### config.mk
export PLATFORM = sky130hd
export DESIGN_NAME = txtr_table
export DESIGN_NICKNAME = d
export VERILOG_FILES = /design/src/rtl/txtr_pkg.sv /design/src/rtl/txtr_lookup_if.sv /design/src/rtl/txtr_chan_decode.sv /design/src/rtl/txtr_table.sv
export VERILOG_INCLUDE_DIRS = /design/src /design/src/rtl
export SDC_FILE = /design/constraint.sdc
export NUM_CORES = 1
export LEC_CHECK = 0
export BUFFER_PORTS_ARGS = -buffer_cell sky130_fd_sc_hd__buf_2
export CELL_PAD_IN_SITES_DETAIL_PLACEMENT = 0
export CELL_PAD_IN_SITES_GLOBAL_PLACEMENT = 1
export CORE_ASPECT_RATIO = 1.75
export CORE_MARGIN = 2
export CORE_UTILIZATION = 35
export CTS_CLUSTER_DIAMETER = 120
export CTS_CLUSTER_SIZE = 40
export DETAILED_ROUTE_END_ITERATION = 8
export GPL_TIMING_DRIVEN = 1
export PLACE_DENSITY_LB_ADDON = 0.1
export SYNTH_ARGS = -nofsm -noshare
export SYNTH_HDL_FRONTEND = slang
export SYNTH_SLANG_ARGS = --single-unit
### constraint.sdc
create_clock -name clock -period 7.5 [get_ports clock]
set_input_delay 0.75 -clock clock [delete_from_list [all_inputs] [get_ports clock]]
set_output_delay 0.75 -clock clock [all_outputs]
set_load 0.03 [all_outputs]
### src/rtl/txtr_consts.svh
// Purpose: Offsets, field positions, reset values and limits of the
//          transmit translation table.
// Assumes: Byte-wide registers on a plain address port.
// Notes:   Definitions only.
`ifndef TXTR_CONSTS_SVH
`define TXTR_CONSTS_SVH

// ---------------------------------------------------------------------
// Register offsets
// ---------------------------------------------------------------------
`define TXTR_ADDR_W        11
`define TXTR_OFS_INDEX     11'h41b
`define TXTR_OFS_DATA      11'h41c

// ---------------------------------------------------------------------
// Field positions
// ---------------------------------------------------------------------
`define TXTR_DIR_BIT       7
`define TXTR_ACTIVE_BIT    7

// ---------------------------------------------------------------------
// Codes and reset values
// ---------------------------------------------------------------------
`define TXTR_GROUP_BASE    6'h20
`define TXTR_GROUP_LAST    6'h2f
`define TXTR_UNASSIGNED    6'h30
`define TXTR_NUM_ADDR      32
`define TXTR_NUM_CHAN      48
`define TXTR_INDEX_RST     8'h00
`define TXTR_DEFAULT_PORTS 32
`define TXTR_DEFAULT_GRPS  16

`endif

### src/rtl/txtr_pkg.sv
// Purpose: Types shared by the translation table modules.
// Assumes: Nothing beyond the constants header.
// Notes:   Types only.
package txtr_pkg;

	typedef logic [5:0] txtr_chan_t;
	typedef logic [4:0] txtr_addr_t;

	typedef enum logic [1:0] {
		TXTR_KIND_PORT  = 2'b00,
		TXTR_KIND_GROUP = 2'b01,
		TXTR_KIND_NONE  = 2'b10,
		TXTR_KIND_BAD   = 2'b11
	} txtr_kind_e;

endpackage

### src/rtl/txtr_lookup_if.sv
// Purpose: Lookup path between the table and its code decoder.
// Assumes: Single clock domain.
// Notes:   Combinational carrier only.
`timescale 1ns/1ns
interface txtr_lookup_if;
	txtr_pkg::txtr_chan_t code;
	txtr_pkg::txtr_kind_e kind;
	logic [4:0]           number;
	modport table_end (output code, input kind, input number);
	modport decoder_end (input code, output kind, output number);
endinterface

### src/rtl/txtr_chan_decode.sv
// Purpose: Classifies an internal channel code as port, group or none.
// Assumes: Ports and groups counts set by the smaller variants.
// Notes:   Codes past the variant's range come out as illegal.
`timescale 1ns/1ns
`include "txtr_consts.svh"
module txtr_chan_decode #(
	parameter int NUM_PORTS  = `TXTR_DEFAULT_PORTS,
	parameter int NUM_GROUPS = `TXTR_DEFAULT_GRPS
) (
	txtr_lookup_if.decoder_end lk
);

	// ---------------------------------------------------------------
	// Code classification
	// ---------------------------------------------------------------
	always_comb begin
		lk.kind   = txtr_pkg::TXTR_KIND_BAD;
		lk.number = 5'h00;
		if (lk.code < 6'(NUM_PORTS)) begin
			lk.kind   = txtr_pkg::TXTR_KIND_PORT;
			lk.number = lk.code[4:0];
		end else if (lk.code >= `TXTR_GROUP_BASE &&
			lk.code < 6'(`TXTR_GROUP_BASE + NUM_GROUPS)) begin
			lk.kind   = txtr_pkg::TXTR_KIND_GROUP;
			lk.number = 5'(lk.code - `TXTR_GROUP_BASE);
		end else if (lk.code == `TXTR_UNASSIGNED) begin
			lk.kind = txtr_pkg::TXTR_KIND_NONE;
		end
	end

endmodule // txtr_chan_decode

### src/rtl/txtr_table.sv
// Purpose: Transmit translation table behind an indirect register pair.
// Assumes: Single 10 MHz clock, synchronous active-high reset; the
//          register master never needs to be held off.
// Notes:   Read data valid the cycle after the read strobe only.
//          Route and reverse lookups answer one cycle after sampling.
//
// Added by the designer: the strobed register port.
`timescale 1ns/1ns
`include "txtr_consts.svh"
module txtr_table #(
	parameter int NUM_PORTS  = `TXTR_DEFAULT_PORTS,
	parameter int NUM_GROUPS = `TXTR_DEFAULT_GRPS
) (
	input  wire logic                     clock,
	input  wire logic                     srst,
	input  wire logic [`TXTR_ADDR_W-1:0]  reg_addr,
	input  wire logic [7:0]               reg_wdata,
	input  wire logic                     reg_wr,
	input  wire logic                     reg_rd,
	output logic      [7:0]               reg_rdata,
	input  wire logic                     route_req,
	input  wire logic [4:0]               route_addr,
	output logic                          route_valid,
	output txtr_pkg::txtr_kind_e          route_kind,
	output logic      [4:0]               route_number,
	input  wire logic [5:0]               rev_chan,
	output logic                          rev_active,
	output logic      [4:0]               rev_addr
);

	// ---------------------------------------------------------------
	// Storage
	// ---------------------------------------------------------------
	logic [7:0]           index;
	txtr_pkg::txtr_chan_t fwd_map [`TXTR_NUM_ADDR];
	txtr_pkg::txtr_addr_t rev_map [`TXTR_NUM_CHAN];
	logic                 rev_on  [`TXTR_NUM_CHAN];
	logic                 dir;
	txtr_pkg::txtr_addr_t sel_addr;
	txtr_pkg::txtr_chan_t sel_chan;
	logic                 wr_index;
	logic                 wr_data;
	logic                 wr_fwd;
	logic                 wr_rev;
	logic                 rd_index;
	logic                 rd_data;
	logic                 chan_ok;
	logic                 rev_ok;
	logic [7:0]           next_rdata;
	logic                 next_rev_active;
	txtr_pkg::txtr_addr_t next_rev_addr;
	txtr_lookup_if        lk ();

	// ---------------------------------------------------------------
	// Channel code decoder
	// ---------------------------------------------------------------
	txtr_chan_decode #(
		.NUM_PORTS  (NUM_PORTS),
		.NUM_GROUPS (NUM_GROUPS)
	) u_decode (
		.lk (lk)
	);

	// ---------------------------------------------------------------
	// Helper functions
	// ---------------------------------------------------------------
	// Address match against one register offset.
	function automatic logic reg_hit(
		input logic [`TXTR_ADDR_W-1:0] addr,
		input logic [`TXTR_ADDR_W-1:0] ofs
	);
		return addr == ofs;
	endfunction

	// Reverse entries exist only for the channel codes of the table.
	function automatic logic chan_in_table(
		input txtr_pkg::txtr_chan_t code
	);
		return code < 6'(`TXTR_NUM_CHAN);
	endfunction

	// Forward entry as seen through the data register.
	function automatic logic [7:0] fwd_word(
		input txtr_pkg::txtr_chan_t code
	);
		return {2'b00, code};
	endfunction

	// Reverse entry as seen through the data register.
	function automatic logic [7:0] rev_word(
		input logic                 on,
		input txtr_pkg::txtr_addr_t addr
	);
		return {on, 2'b00, addr};
	endfunction

	// ---------------------------------------------------------------
	// Access decode
	// ---------------------------------------------------------------
	// direction from index bit 7
	assign dir      = index[`TXTR_DIR_BIT];
	assign sel_addr = index[4:0];
	assign sel_chan = index[5:0];
	assign wr_index = reg_wr && reg_hit(reg_addr, `TXTR_OFS_INDEX);
	assign wr_data  = reg_wr && reg_hit(reg_addr, `TXTR_OFS_DATA);
	assign rd_index = reg_rd && reg_hit(reg_addr, `TXTR_OFS_INDEX);
	assign rd_data  = reg_rd && reg_hit(reg_addr, `TXTR_OFS_DATA);
	// Channels beyond the table are dropped rather than aliased.
	assign chan_ok  = chan_in_table(sel_chan);
	assign rev_ok   = chan_in_table(rev_chan);
	// data write goes to one table by direction
	assign wr_fwd   = wr_data && !dir;
	assign wr_rev   = wr_data && dir && chan_ok;

	// ---------------------------------------------------------------
	// Index register
	// ---------------------------------------------------------------
	// index selects the entry
	always_ff @(posedge clock) begin
		if (srst) begin
			index <= `TXTR_INDEX_RST;
		end else if (wr_index) begin
			index <= reg_wdata;
		end
	end

	// ---------------------------------------------------------------
	// Forward table
	// ---------------------------------------------------------------
	// only the selected entry changes
	always_ff @(posedge clock) begin
		if (srst) begin
			for (int i = 0; i < `TXTR_NUM_ADDR; i++) begin
				fwd_map[i] <= `TXTR_UNASSIGNED;
			end
		end else if (wr_fwd) begin
			fwd_map[sel_addr] <= reg_wdata[5:0];
		end
	end

	// ---------------------------------------------------------------
	// Reverse table
	// ---------------------------------------------------------------
	// only the selected channel changes
	always_ff @(posedge clock) begin
		if (srst) begin
			for (int i = 0; i < `TXTR_NUM_CHAN; i++) begin
				rev_map[i] <= 5'h00;
			end
		end else if (wr_rev) begin
			rev_map[sel_chan] <= reg_wdata[4:0];
		end
	end

	always_ff @(posedge clock) begin
		if (srst) begin
			for (int i = 0; i < `TXTR_NUM_CHAN; i++) begin
				rev_on[i] <= 1'b0;
			end
		end else if (wr_rev) begin
			rev_on[sel_chan] <= reg_wdata[`TXTR_ACTIVE_BIT];
		end
	end

	// ---------------------------------------------------------------
	// Read-back
	// ---------------------------------------------------------------
	// data word by direction
	always_comb begin
		next_rdata = 8'h00;
		if (rd_index) begin
			next_rdata = index;
		end else if (rd_data && !dir) begin
			next_rdata = fwd_word(fwd_map[sel_addr]);
		end else if (rd_data && chan_ok) begin
			next_rdata = rev_word(rev_on[sel_chan],
				rev_map[sel_chan]);
		end
	end

	// Read data stand one cycle and are zero otherwise, so a stale
	// value never looks like a fresh answer.
	always_ff @(posedge clock) begin
		if (srst) begin
			reg_rdata <= 8'h00;
		end else begin
			reg_rdata <= next_rdata;
		end
	end

	// ---------------------------------------------------------------
	// Routing lookups
	// ---------------------------------------------------------------
	// transmit path consults the forward map
	assign lk.code = fwd_map[route_addr];

	// request marker travels with its answer
	always_ff @(posedge clock) begin
		if (srst) begin
			route_valid <= 1'b0;
		end else begin
			route_valid <= route_req;
		end
	end

	always_ff @(posedge clock) begin
		if (srst) begin
			route_kind   <= txtr_pkg::TXTR_KIND_NONE;
			route_number <= 5'h00;
		end else begin
			route_kind   <= lk.kind;
			route_number <= lk.number;
		end
	end

	// ---------------------------------------------------------------
	// Reverse lookup
	// ---------------------------------------------------------------
	// codes past the table read as an idle channel
	always_comb begin
		next_rev_active = 1'b0;
		next_rev_addr   = 5'h00;
		if (rev_ok) begin
			next_rev_active = rev_on[rev_chan];
			next_rev_addr   = rev_map[rev_chan];
		end
	end

	// reverse map for outgoing cell addresses
	always_ff @(posedge clock) begin
		if (srst) begin
			rev_active <= 1'b0;
			rev_addr   <= 5'h00;
		end else begin
			rev_active <= next_rev_active;
			rev_addr   <= next_rev_addr;
		end
	end

endmodule // txtr_table

# Word-level counts from Yosys, hierarchy flattened
# Memory sizes are Yosys's and may differ from the RTL's. A register that Yosys moved wholly into a read port is not among the register bits.
# Cells that the tools add are included.
dict set report word_totals {
  reg_bits 24
  ram_bits 480
  input_bits 35
  mem_count 3
}
dict set report classes {
  add_sub_neg 1
  order_cmp 5
  eq_ne 3
  n_mux 31
  bitwise 1
  n_reduce_logical 16
}
# name words width read_ports rd_clocked_by_memory_dff write_ports line
set memory_table {}
lappend memory_table {rev_map 48 5 2 2 48 txtr_table.sv:36} ;# txtr_pkg::txtr_addr_t rev_map [`TXTR_NUM_CHAN];
lappend memory_table {fwd_map 32 6 2 1 32 txtr_table.sv:35} ;# txtr_pkg::txtr_chan_t fwd_map [`TXTR_NUM_ADDR];
lappend memory_table {rev_on 48 1 2 2 48 txtr_table.sv:37} ;# logic rev_on [`TXTR_NUM_CHAN];
# op count
set ops {}
lappend ops {{6-bit two-way mux} 7}
lappend ops {{5-bit two-way mux} 6}
lappend ops {{6-bit < comparator (second input constant)} 4}
lappend ops {{8-bit two-way mux} 3}
lappend ops {{11-bit equality test (second input constant)} 2}
lappend ops {{1-bit two-way mux} 13}
lappend ops {{1-bit logical AND} 10}
lappend ops {{6-bit equality test (second input constant)} 1}
lappend ops {{6-bit >= comparator (second input constant)} 1}
lappend ops {{6-bit OR reduction} 1}
lappend ops {{5-bit OR reduction} 1}
lappend ops {{5-bit by 1-bit subtractor with 5-bit output (second input constant)} 1}
lappend ops {{2-bit two-way mux} 2}
lappend ops {{2-bit OR reduction} 2}
lappend ops {{1-bit zero test} 1}
lappend ops {{1-bit NOT} 1}
lappend ops {{1-bit OR reduction} 1}

# Logic depth before layout (Yosys ltp)
# Gate-level depths: netlist (run 1).
dict set report depth {
  word_depth 9
  mapped_depth 10
  mapped_depth_nobuf 6
}

# Modules after synthesis
# Synthesis (run 1) repeated with hierarchy kept, for this count alone.
dict set report unflattened {
  cells_unflattened 2015
  hier_area_um2 31280.0
}
# mod instances cells_per_inst area_each_um2 seq_area_each_um2
set by_module_without_submodules {}
lappend by_module_without_submodules {txtr_table 1 2006 31221.2 18017.3}
lappend by_module_without_submodules {txtr_chan_decode 1 9 58.8 0.0}

# Worst setup path after synthesis (run 1)
# No wires, ideal clock.
dict set report synth_timing {
  path_kind {input port to flip-flop}
  start {in reg_addr[6]}
  end {mem fwd_map[13][0] (netlist bit), enable pin}
  setup_ns 0.304
  t_arrival_ns 2.663
  path_slack_ns 4.534
  stages 7
  path_buffers 2
  path_cell_list {nor4b_1 > nand3_1 > or2_2 > clkbuf_1 > clkbuf_1 > nor3_1 > or2_2}
}
# element line
set synth_lines {}
lappend synth_lines {{start: declaration} txtr_table.sv:16} ;# input wire logic [`TXTR_ADDR_W-1:0] reg_addr,
lappend synth_lines {{end: declaration} txtr_table.sv:35}

==> metrics.md, run 1 <==
| Metric | Value |
|---|---|
| Setup TNS Final | `0 ns` |
| Register area share after synthesis | `58.1%` |
| Synth Area in Compound Gates | `between 3 and 4%` |
| FFs w/ async S/R, synth | `0%` |
| Gr ovfl total | `0` |
| Critical path cell sequence | `buf_4, nor4b_1, nand3_1, nor3_2, buf_4, nand3_1, nor2_1, or2_2` |
| Number of standard cells in the layout, taps in and fillers out | `3186` |
| I/O pins | `57` |
| Unique masters post-synth | `51` |
| Antenna diode count | `0` |
| Critical path's top delay family | `simple AND/OR/NAND/NOR gates` |
| Final net count | `2041` |
| Mapped cell area | `0.0310 mm^2` |
| Largest net degree at the start of global routing | `93` |
| Simple-gate area share of the yosys netlist | `13.6%` |
| Final Max Tran Viols | `0` |
| Cell with the most instances after synthesis | `edfxtp_1` |
| Share of the synthesized area in the top cell type | `55.7%` |
| CP endpoint kind | `flip-flop` |
| Cts bufs inserted | `19` |
| Leak | `11.3 nW` |
| H-Tree Depth | `1` |
| Vias in the first global route | `18800` |
| Post-Synth Adder-Cell Area | `0%` |
| RSZ-0062 raised after global routing | `false` |
| Mux cell area share after synthesis | `22.6%` |
| Post-CTS Resized | `0` |
| DRT Pass-1 Iters | `5` |
| Synth area leaders | `edfxtp_1 (56%), mux4_2 (21%), and2_1 (5.3%), and3_1 (3.2%), dfxtp_1 (2.3%)` |
| Synth Area per Inst | `15.5 um^2` |
| Worst slew margin | `12.7%` |
| Actual slew at the worst max-slew pin | `1.31 ns` |
| Global-route wire length before repair | `142000 um` |
| Yosys Warn Count | `0` |
| Kind of critical path | `in2reg` |
| Longest Clk Path Bufs | `3` |
| TritonCTS clock tree | `done` |
| WL met3 | `2920 um` |
| Power Density | `about 180 mW/mm^2` |
| CP Buf/Inv Count | `2` |
| Number of synthesized flops with an enable pin | `576` |
| CP max stage cell | `buf_4` |
| Sink Count | `around 600` |
| Met2 WL | `58500 um` |
| Post-DR vias/cell | `5.57` |
| XOR/XNOR Fraction of Synth Area | `0%` |
| Hold-fix buffers at CTS | `0` |
| WP data arrival | `between 4 and 5 ns` |
| Post-synthesis register bit count | `612` |
| CTS Root Cell | `clkbuf_16` |
| Max Fclk | `0.255 GHz` |
| Pre-CTS WS | `slightly below 3 ns` |
| Flop2flop setup slack | `3.89 ns` |
| Setup Skew | `0.0459 ns` |
| Routed Antenna Nets | `0` |
| Post-synth top flop | `edfxtp_1` |
| Commonest cells post-synth | `edfxtp_1 (576), mux4_2 (296), and2_1 (263)` |
| Via count | `roughly 18000` |
| Die Ht | `between 300 and 400 um` |
| Maximum fanout along the worst path | `92` |
| GRT Overall Usage | `between 20 and 25%` |
| Gate Count Post-Synth | `2000` |
| Routed len/inst | `between 30 and 40 um` |
| Largest family of logic cells by synthesized area | `multiplexers` |
| Synth area leader | `edfxtp_1` |
| Slowest Stage Delay on Critical Path | `0.69 ns` |
| Final period utilization | `52.4%` |
| CORE AREA | `0.0879 mm^2` |
| Final WL | `between 100000 and 150000 um` |
| Initial detailed-routing violation count | `1447` |
| Setup violators final | `0` |
| Worst-skew pair later-pin latency | `about 0.63 ns` |
| # rows | `144` |
| Layout cells sized above 1 | `23.9%` |
| Status | `finished clean` |
| Total power | `6.03 mW` |
| Initial Util | `35.3%` |
| Postcts setup bufs | `0` |
| Worst min-delay path category | `in2reg` |
| Final hold vios | `0` |
| Routability Congestion | `0.861` |
| Antenna violations before repair | `3` |
| Worst IR Drop VDD | `roughly 0.17 mV` |
| Post-route minimum period | `3.93 ns` |
| Critical path required time | `between 7 and 8 ns` |
| Dpl hpwl | `71100 um` |
| Die Width | `229 um` |
| Critical Path Start Type | `input pin` |
| M1 WL | `35800 um` |
| Clk pin slew, worst setup/hold paths | `0.15 ns` |
| Die ar. | `0.0912 mm^2` |
| IO Port Bufs | `56` |
| P&R area growth vs syn | `7.01%` |
| Highest routed layer | `met5` |
| Max Cap Viol | `0` |
| Dpl cells | `3153` |
| Remaining DRCs | `0` |
| Final WS setup | `~3.6 ns` |
## worst paths after layout
kind,to,depth (start not counted),start
worst max-delay path,rev_on[31],8,srst
worst min-delay path,route_valid,2,route_req
worst min register to register,index[6],2,index[6]
worst max register to register,reg_rdata[0],7,flip-flop
## power by group
part,switching [mW],internal [mW],total [mW]
clock,1.06,0.498,1.56
combinational,0.309,0.207,0.516
sequential,0.0812,3.87,3.95
total,1.45,4.58,6.03
## cell usage in the layout (no fill, tap or decap), drive strengths merged, types with 29 or more instances in the layout
cell type  count
edfxtp       576
mux4         296
and2         263
and3         157
conb          96
buf           94
nor2          69
or2           58
or3           41
a22oi         40
nand2b        38
dfxtp         36
mux2i         31
clkbuf        30
nor3          29
## cell families after synthesis
kind of cell / count (synthesis)
AO/OA/AOI/OAI: 132
buffers and inverters: 209
flip-flops: 612
multiplexers: 329
other: 1
AND/OR/NAND/NOR: 717
## flip-flops by register name (all words and copies together), names as in the netlist, named ones only
signal        count
reg_rdata         8
rev_on           64
route_valid       1
rev_addr          5
route_kind        2
rev_active        1
route_number      5
rev_map         320
index             8
fwd_map         192
## layer usage
| layer | track usage, % | vias to the layer above |
|---|---|---|
| li1 | - | 7735 |
| met1 | 24.3 | 9474 |
| met2 | 44.7 | 433 |
| met3 | 1.49 | 108 |
| met4 | 7.03 | 6 |
| met5 | 0 | - |
## stage by stage
step                      utilization, %  instance area, um^2  hold slack [ns]
after floorplan                        -                31400            0.430
after detailed placement            37.1                32700            0.501
after global placement              37.1                32700            0.471
final                               37.8                33200            0.339
after global routing                37.8                33200            0.334
after CTS                           37.8                33200            0.312
## area by class of cell
cell class | count | area (um^2)
repair buffers | 94 | 598
multi-input cells | 1274 | 12500
flip-flops and latches | 612 | 18000
fillers | 8336 | 54700
inverters | 5 | 18.8
clock inverters | 3 | 37.5
clock buffers | 30 | 517
well taps | 1168 | 1460
(Power assumes the default switching activity.)
==> run 2: changes to the inputs <==
- clock period: 7.5 -> 3.2 ns (I/O delays scaled with it)
==> metrics.md, run 2 (synthesis results as in run 1) <==
| Metric | Value |
|---|---|
| Status | `finished clean` |
| Leak | `11.9 nW (+5.0%)` |
| Post-CTS Resized | `0 (unchanged)` |
| Sw frac | `24.1% (+0.038 points)` |
| Max Fclk | `approximately 0.35 GHz` |
| Die Ht | `398 um (unchanged)` |
| Initial detailed-routing violation count | `1624 (+12%)` |
| Critical path required time | `3.73 ns (-4.10 ns)` |
| Routability Congestion | `0.875 (+1.7%)` |
| Post-route minimum period | `2.87 ns` |
| Vias in the first global route | `19200 (+2.3%)` |
| Final Max Tran Viols | `0 (unchanged)` |
| Flop2flop setup slack | `0.33 ns (-3.56 ns)` |
| Most frequent cells in the layout | `edfxtp_1 (576), mux4_2 (296), and2_1 (263), and3_1 (157), buf_4 (129)` |
| CP endpoint kind | `flip-flop` |
| Post-DR vias/cell | `5.64 (+1.2%)` |
| P&R area growth vs syn | `10.1%` |
| Dpl hpwl | `75800 um (+6.7%)` |
| Regs by FF count | `rev_map x320, fwd_map x192, rev_on x64` |
| Worst Setup EP | `reg_rdata[0]` |
| Internal Pwr Total | `10.8 mW (+140%)` |
| Kind of critical path | `reg2reg` |
| Worst min-delay path category | `in2reg` |
| Longest Clk Path Bufs | `3 (unchanged)` |
| Initial Util | `35.3% (unchanged)` |
| Commonest non-fill, non-tap cell in the layout | `edfxtp_1` |
| Sink Count | `612 (unchanged)` |
| WP data arrival | `3.40 ns (-0.86 ns)` |
| Final net count | `2142 (+4.9%)` |
| Seq pwr share | `65.3% (-0.3 points)` |
| Die ar. | `0.0912 mm^2 (unchanged)` |
| Worst-skew pair later-pin latency | `0.64 ns (about the same)` |
| Setup Skew | `0.0353 ns (-0.0106 ns)` |
| Die Width | `229 um (unchanged)` |
| Final WL | `103000 um (+1.9%)` |
| Worst r2r dst | `reg_rdata[0]` |
| Combinational share of power | `8.8% (+0.2 points)` |
| Max Cap Viol | `0 (unchanged)` |
| Global-route wire length before repair | `145000 um (+1.8%)` |
| Filler cell count | `8313 (-0.28%)` |
| Final hold vios | `0 (unchanged)` |
| Clk pin slew, worst setup/hold paths | `0.15 ns (about the same)` |
| CORE AREA | `0.0879 mm^2 (unchanged)` |
| Power Density | `416 mW/mm^2 (+130%)` |
| Final WS setup | `0.330 ns (-3.24 ns)` |
| Worst slew margin | `30.7% (+18 points)` |
| Largest net degree at the start of global routing | `92 (-1.1%)` |
| CTS Root Cell | `clkbuf_16` |
| Number of flip-flops in the largest register | `320 (unchanged)` |
| IO Port Bufs | `56 (unchanged)` |
| Layout cells sized above 1 | `27.4% (+3.5 points)` |
| Final core utilization | `38.9% (+1.1 points)` |
| TritonCTS clock tree | `done` |
| Dpl cells | `3252 (+3.1%)` |
| NetSw | `3.43 mW (+140%)` |
| Actual slew at the worst max-slew pin | `1.03 ns (-0.274 ns)` |
| Setup TNS Final | `0 ns (unchanged)` |
| Pre-CTS WS | `0.301 ns (-2.66 ns)` |
| Remaining DRCs | `0 (unchanged)` |
| Cts bufs inserted | `19 (unchanged)` |
| RSZ-0062 raised after global routing | `false` |
| Clock power share | `25.9% (about the same)` |
| Biggest register | `rev_map` |
| Critical Path Start Type | `flip-flop` |
| Via count | `18500 (+4.4%)` |
| Setup violators final | `0 (unchanged)` |
| H-Tree Depth | `1 (unchanged)` |
| Number of standard cells in the layout, taps in and fillers out | `3289 (+3.2%)` |
| Routed Antenna Nets | `0 (unchanged)` |
| Antenna violations before repair | `3 (unchanged)` |
| Maximum fanout along the worst path | `50 (-46%)` |
| GRT Overall Usage | `22.5% (+0.33 points)` |
| DRT Pass-1 Iters | `5 (unchanged)` |
| FF-to-FF path depth | `6 (-1)` |
| # rows | `144 (unchanged)` |
| I/O pins | `57 (unchanged)` |
| Gr ovfl total | `0 (unchanged)` |
| Worst IR Drop VDD | `0.316 mV (+87%)` |
| Routed len/inst | `31.2 um (-1.3%)` |
| Final period utilization | `89.7%` |
==> run 2: critical path, stage by stage, from the launching register on <==
cell and delay (ns):
dfxtp_4 0.45, buf_12 0.35, mux4_2 0.66, a22o_1 0.27
a221oi_1 0.44, o22ai_1 0.15, a221o_1 0.36
==> run 2: layer usage <==
layer	track usage, %	wire [um]	vias to the layer above
li1	-	-	7934
met1	24.6	36200	9889
met2	44.5	58300	566
met3	1.58	3500	154
met4	9.00	4500	0
met5	0	0	-
==> run 2: how the worst min path moves through the flow <==
stage	startpoint	endpoint	slack (ns)	depth (start not counted)
2_1_floorplan	reg_wdata[0]	rev_map[48][0]	0.42	0
3_3_place_gp	index[6]	index[6]	0.48	2
3_5_place_dp	index[6]	index[6]	0.50	2
4_1_cts	reg_wdata[7]	rev_on[61]	0.05	1
5_1_grt	reg_wdata[7]	rev_on[61]	0.06	1
6_report	reg_wdata[7]	rev_on[61]	0.07	1
==> run 2: power by group through the flow <==
stage | combinational [mW] | sequential [mW] | clock (mW)
global placement | 1.25 | 9.45 | 0
CTS | 1.26 | 9.28 | 3.80
detailed placement | 1.26 | 9.46 | 0
global route | 1.31 | 9.30 | 4.01
floorplan | 0.764 | 9.36 | 0
finish | 1.25 | 9.27 | 3.68
==> run 2: final cells by class <==
type / count / area [um^2] / share of cell area [%]
inverter: 5 / 18.8 / 0.0549
clock inverter: 3 / 40.0 / 0.117
clock buffer: 31 / 520 / 1.52
antenna: 1 / 2.50 / 0.00732
tap: 1168 / 1460 / 4.28
multi-input combinational: 1274 / 12500 / 36.7
sequential: 612 / 18000 / 52.8
timing repair buffer: 195 / 1550 / 4.53
==> run 2: what timing repair did <==
| item | in CTS | in global routing |
|---|---|---|
| hold endpoints to repair | 2 | 0 |
| setup buffers | 0 | 0 |
| hold buffers | 2 | 0 |
==> run 2: metrics by stage <==
step | hold slack (ns) | cell area (um^2) | power, mW
floorplan | 0.419 | 31400 | 10.1
global placement | 0.478 | 33600 | 10.7
detailed placement | 0.501 | 33600 | 10.7
CTS | 0.0540 | 34200 | 14.3
global route | 0.0641 | 34200 | 14.6
finish | 0.0692 | 34200 | 14.2
==> run 3: changes to the inputs <==
- GPL_TIMING_DRIVEN: 1 -> unset
- PLACE_DENSITY: unset -> 0.62
- PLACE_DENSITY_LB_ADDON: 0.1 -> unset
==> metrics.md, run 3 (synthesis results as in run 1) <==
| Metric | Value |
|---|---|
| Status | `finished clean` |
| CORE AREA | `0.0879 mm^2 (unchanged)` |
| Routed Antenna Nets | `0 (unchanged)` |
| Cell mode on critical path | `buf_4` |
| Critical path's top delay family | `compound AO/OA/AOI/OAI gates` |
| GRT Overall Usage | `21.2% (-1.3 points)` |
| Longest Clk Path Bufs | `3 (unchanged)` |
| Max Cap Viol | `0 (unchanged)` |
| Initial Util | `35.3% (unchanged)` |
| Routed len/inst | `29.6 um (-5.3%)` |
| DRT Pass-1 Iters | `5 (unchanged)` |
| Setup violators final | `0 (unchanged)` |
| Actual slew at the worst max-slew pin | `0.960 ns (-0.0716 ns)` |
| Post-CTS Resized | `0 (unchanged)` |
| Commonest non-fill, non-tap cell in the layout | `edfxtp_1` |
| IO Port Bufs | `56 (unchanged)` |
| Biggest register | `rev_map` |
| Clk pin slew, worst setup/hold paths | `0.15 ns (about the same)` |
| Final net count | `2135 (-0.33%)` |
| Combinational share of power | `8.8% (about the same)` |
| Final Max Tran Viols | `0 (unchanged)` |
| Die Width | `229 um (unchanged)` |
| Layout cells sized above 1 | `27.2% (-0.19 points)` |
| Global-route wire length before repair | `139000 um (-4.4%)` |
| # rows | `144 (unchanged)` |
| NetSw | `3.31 mW (-3.5%)` |
| Sw frac | `23.5% (-0.66 points)` |
| Worst slew margin | `36.0% (+5.3 points)` |
| Postcts setup bufs | `0 (unchanged)` |
| Max Fclk | `0.342 GHz (-1.9%)` |
| Dpl hpwl | `71100 um (-6.3%)` |
| Antenna violations before repair | `3 (unchanged)` |
| CP endpoint kind | `flip-flop` |
| Number of flip-flops in the largest register | `320 (unchanged)` |
| Sink Count | `612 (unchanged)` |
| Total power | `14.1 mW (-0.76%)` |
| Largest net degree at the start of global routing | `92 (unchanged)` |
| Flop2flop setup slack | `0.28 ns (-0.05 ns)` |
| Critical Path Start Type | `flip-flop` |
| Worst min-delay path category | `in2reg` |
| Critical path cell sequence | `buf_4, mux4_2, a22oi_1, a21oi_1, o21ai_0, buf_4, nand2_1, a221o_1` |
| Pre-CTS WS | `-0.0522 ns (-0.353 ns)` |
| Regs by FF count | `rev_map x320, fwd_map x192, rev_on x64` |
| Die Ht | `398 um (unchanged)` |
| Setup Skew | `0.0300 ns (-0.00530 ns)` |
| RSZ-0062 raised after global routing | `false` |
| Kind of critical path | `reg2reg` |
| CTS Root Cell | `clkbuf_16` |
| Final period utilization | `91.4% (+1.7 points)` |
| Remaining DRCs | `0 (unchanged)` |
| Final hold vios | `0 (unchanged)` |
| Power Density | `412 mW/mm^2 (-0.78%)` |
| Initial detailed-routing violation count | `1662 (+2.3%)` |
| Vias in the first global route | `19200 (+0.0052%)` |
| Worst-skew pair later-pin latency | `0.62 ns (-0.02 ns)` |
| CP max stage cell | `dfxtp_4` |
| Most frequent cells in the layout | `edfxtp_1 (576), mux4_2 (296), and2_1 (263), and3_1 (157), buf_4 (115)` |
| WP data arrival | `3.45 ns (+0.05 ns)` |
| Die ar. | `0.0912 mm^2 (unchanged)` |
| Cts bufs inserted | `19 (unchanged)` |
| Seq pwr share | `65.7% (+0.4 points)` |
| Critical path required time | `3.73 ns (about the same)` |
| Slowest Stage Delay on Critical Path | `0.60 ns (-0.06 ns)` |
| I/O pins | `57 (unchanged)` |
| Leak | `11.9 nW (-0.16%)` |
| Post-route minimum period | `2.92 ns (+0.0543 ns)` |
| Via count | `18400 (-0.93%)` |
| Post-DR vias/cell | `5.60 (-0.72%)` |
| H-Tree Depth | `1 (unchanged)` |
| Internal Pwr Total | `10.8 mW (about the same)` |
| P&R area growth vs syn | `10.1% (about the same)` |
| CP Buf/Inv Count | `2 (+1)` |
| Worst IR Drop VDD | `0.292 mV (-7.4%)` |
| TritonCTS clock tree | `done` |
| Clock power share | `25.5% (-0.4 points)` |
| Final WL | `97000 um (-5.5%)` |
| Gr ovfl total | `0 (unchanged)` |
| Maximum fanout along the worst path | `14 (-72%)` |
| Routability Congestion | `0.920 (+5.1%)` |
| Final WS setup | `0.275 ns (-0.0543 ns)` |
-- run 3: cell type report --
class,instances,area [um^2]
Fill cell,8271,53800
Clock inverter,3,46.3
Tap cell,1168,1460
Inverter,5,18.8
Multi-Input combinational cell,1274,12500
Sequential cell,612,18000
Timing Repair Buffer,188,1540
Antenna cell,1,2.50
Clock buffer,31,531
-- run 3: routing by layer --
| layer | track usage (%) | vias to the layer above | part of all wire [%] |
|---|---|---|---|
| met2 | 41.3 | 602 | 56 |
| met5 | 0 | - | 0.018 |
| met3 | 1.98 | 181 | 4.3 |
| met4 | 11.3 | 2 | 5.9 |
| li1 | - | 7910 | - |
| met1 | 22.4 | 9675 | 34 |
-- run 3: final timing paths --
| kind | startpoint | endpoint | cells after the start |
|---|---|---|---|
| setup reg to reg | flip-flop | reg_rdata[0] | 8 |
| hold / removal | rev_chan[4] | rev_addr[1] | 3 |
| hold reg to reg | index[6] | reg_rdata[6] | 1 |
| setup / recovery | flip-flop | reg_rdata[0] | 8 |
-- run 3: power groups by stage --
stage / combinational [mW] / clock (mW) / sequential [mW]
floorplan: 0.764 / 0 / 9.36
global placement: 1.24 / 0 / 9.42
detailed placement: 1.25 / 0 / 9.44
CTS: 1.25 / 3.69 / 9.26
global route: 1.30 / 3.89 / 9.29
finish: 1.24 / 3.59 / 9.26
-- run 3: stage by stage --
| step | hold slack [ns] | instances | TNS, ns | cell area [um^2] | util (%) |
|---|---|---|---|---|---|
| after floorplan | 0.419 | 2095 | 0 | 31400 | - |
| after global placement | 0.453 | 3245 | -0.815 | 33600 | 38.2 |
| after detailed placement | 0.460 | 3245 | -0.595 | 33600 | 38.2 |
| after CTS | 0.0801 | 3281 | 0 | 34200 | 38.9 |
| after global routing | 0.101 | 3281 | 0 | 34200 | 38.9 |
| final | 0.117 | 3282 | 0 | 34200 | 38.9 |
-- run 3: what timing repair did --
item / in CTS / in global routing
hold endpoints to repair: 2 / 0
setup endpoints to repair: 0 / 0
hold buffers: 2 / 0
-- run 3: worst reg2reg max path, stage by stage, from the launching register on --
cell and delay, ns:
dfxtp_4 0.60, buf_4 0.36, mux4_2 0.60, a22oi_1 0.29, a21oi_1 0.11, o21ai_0 0.32
buf_4 0.19, nand2_1 0.08, a221o_1 0.28
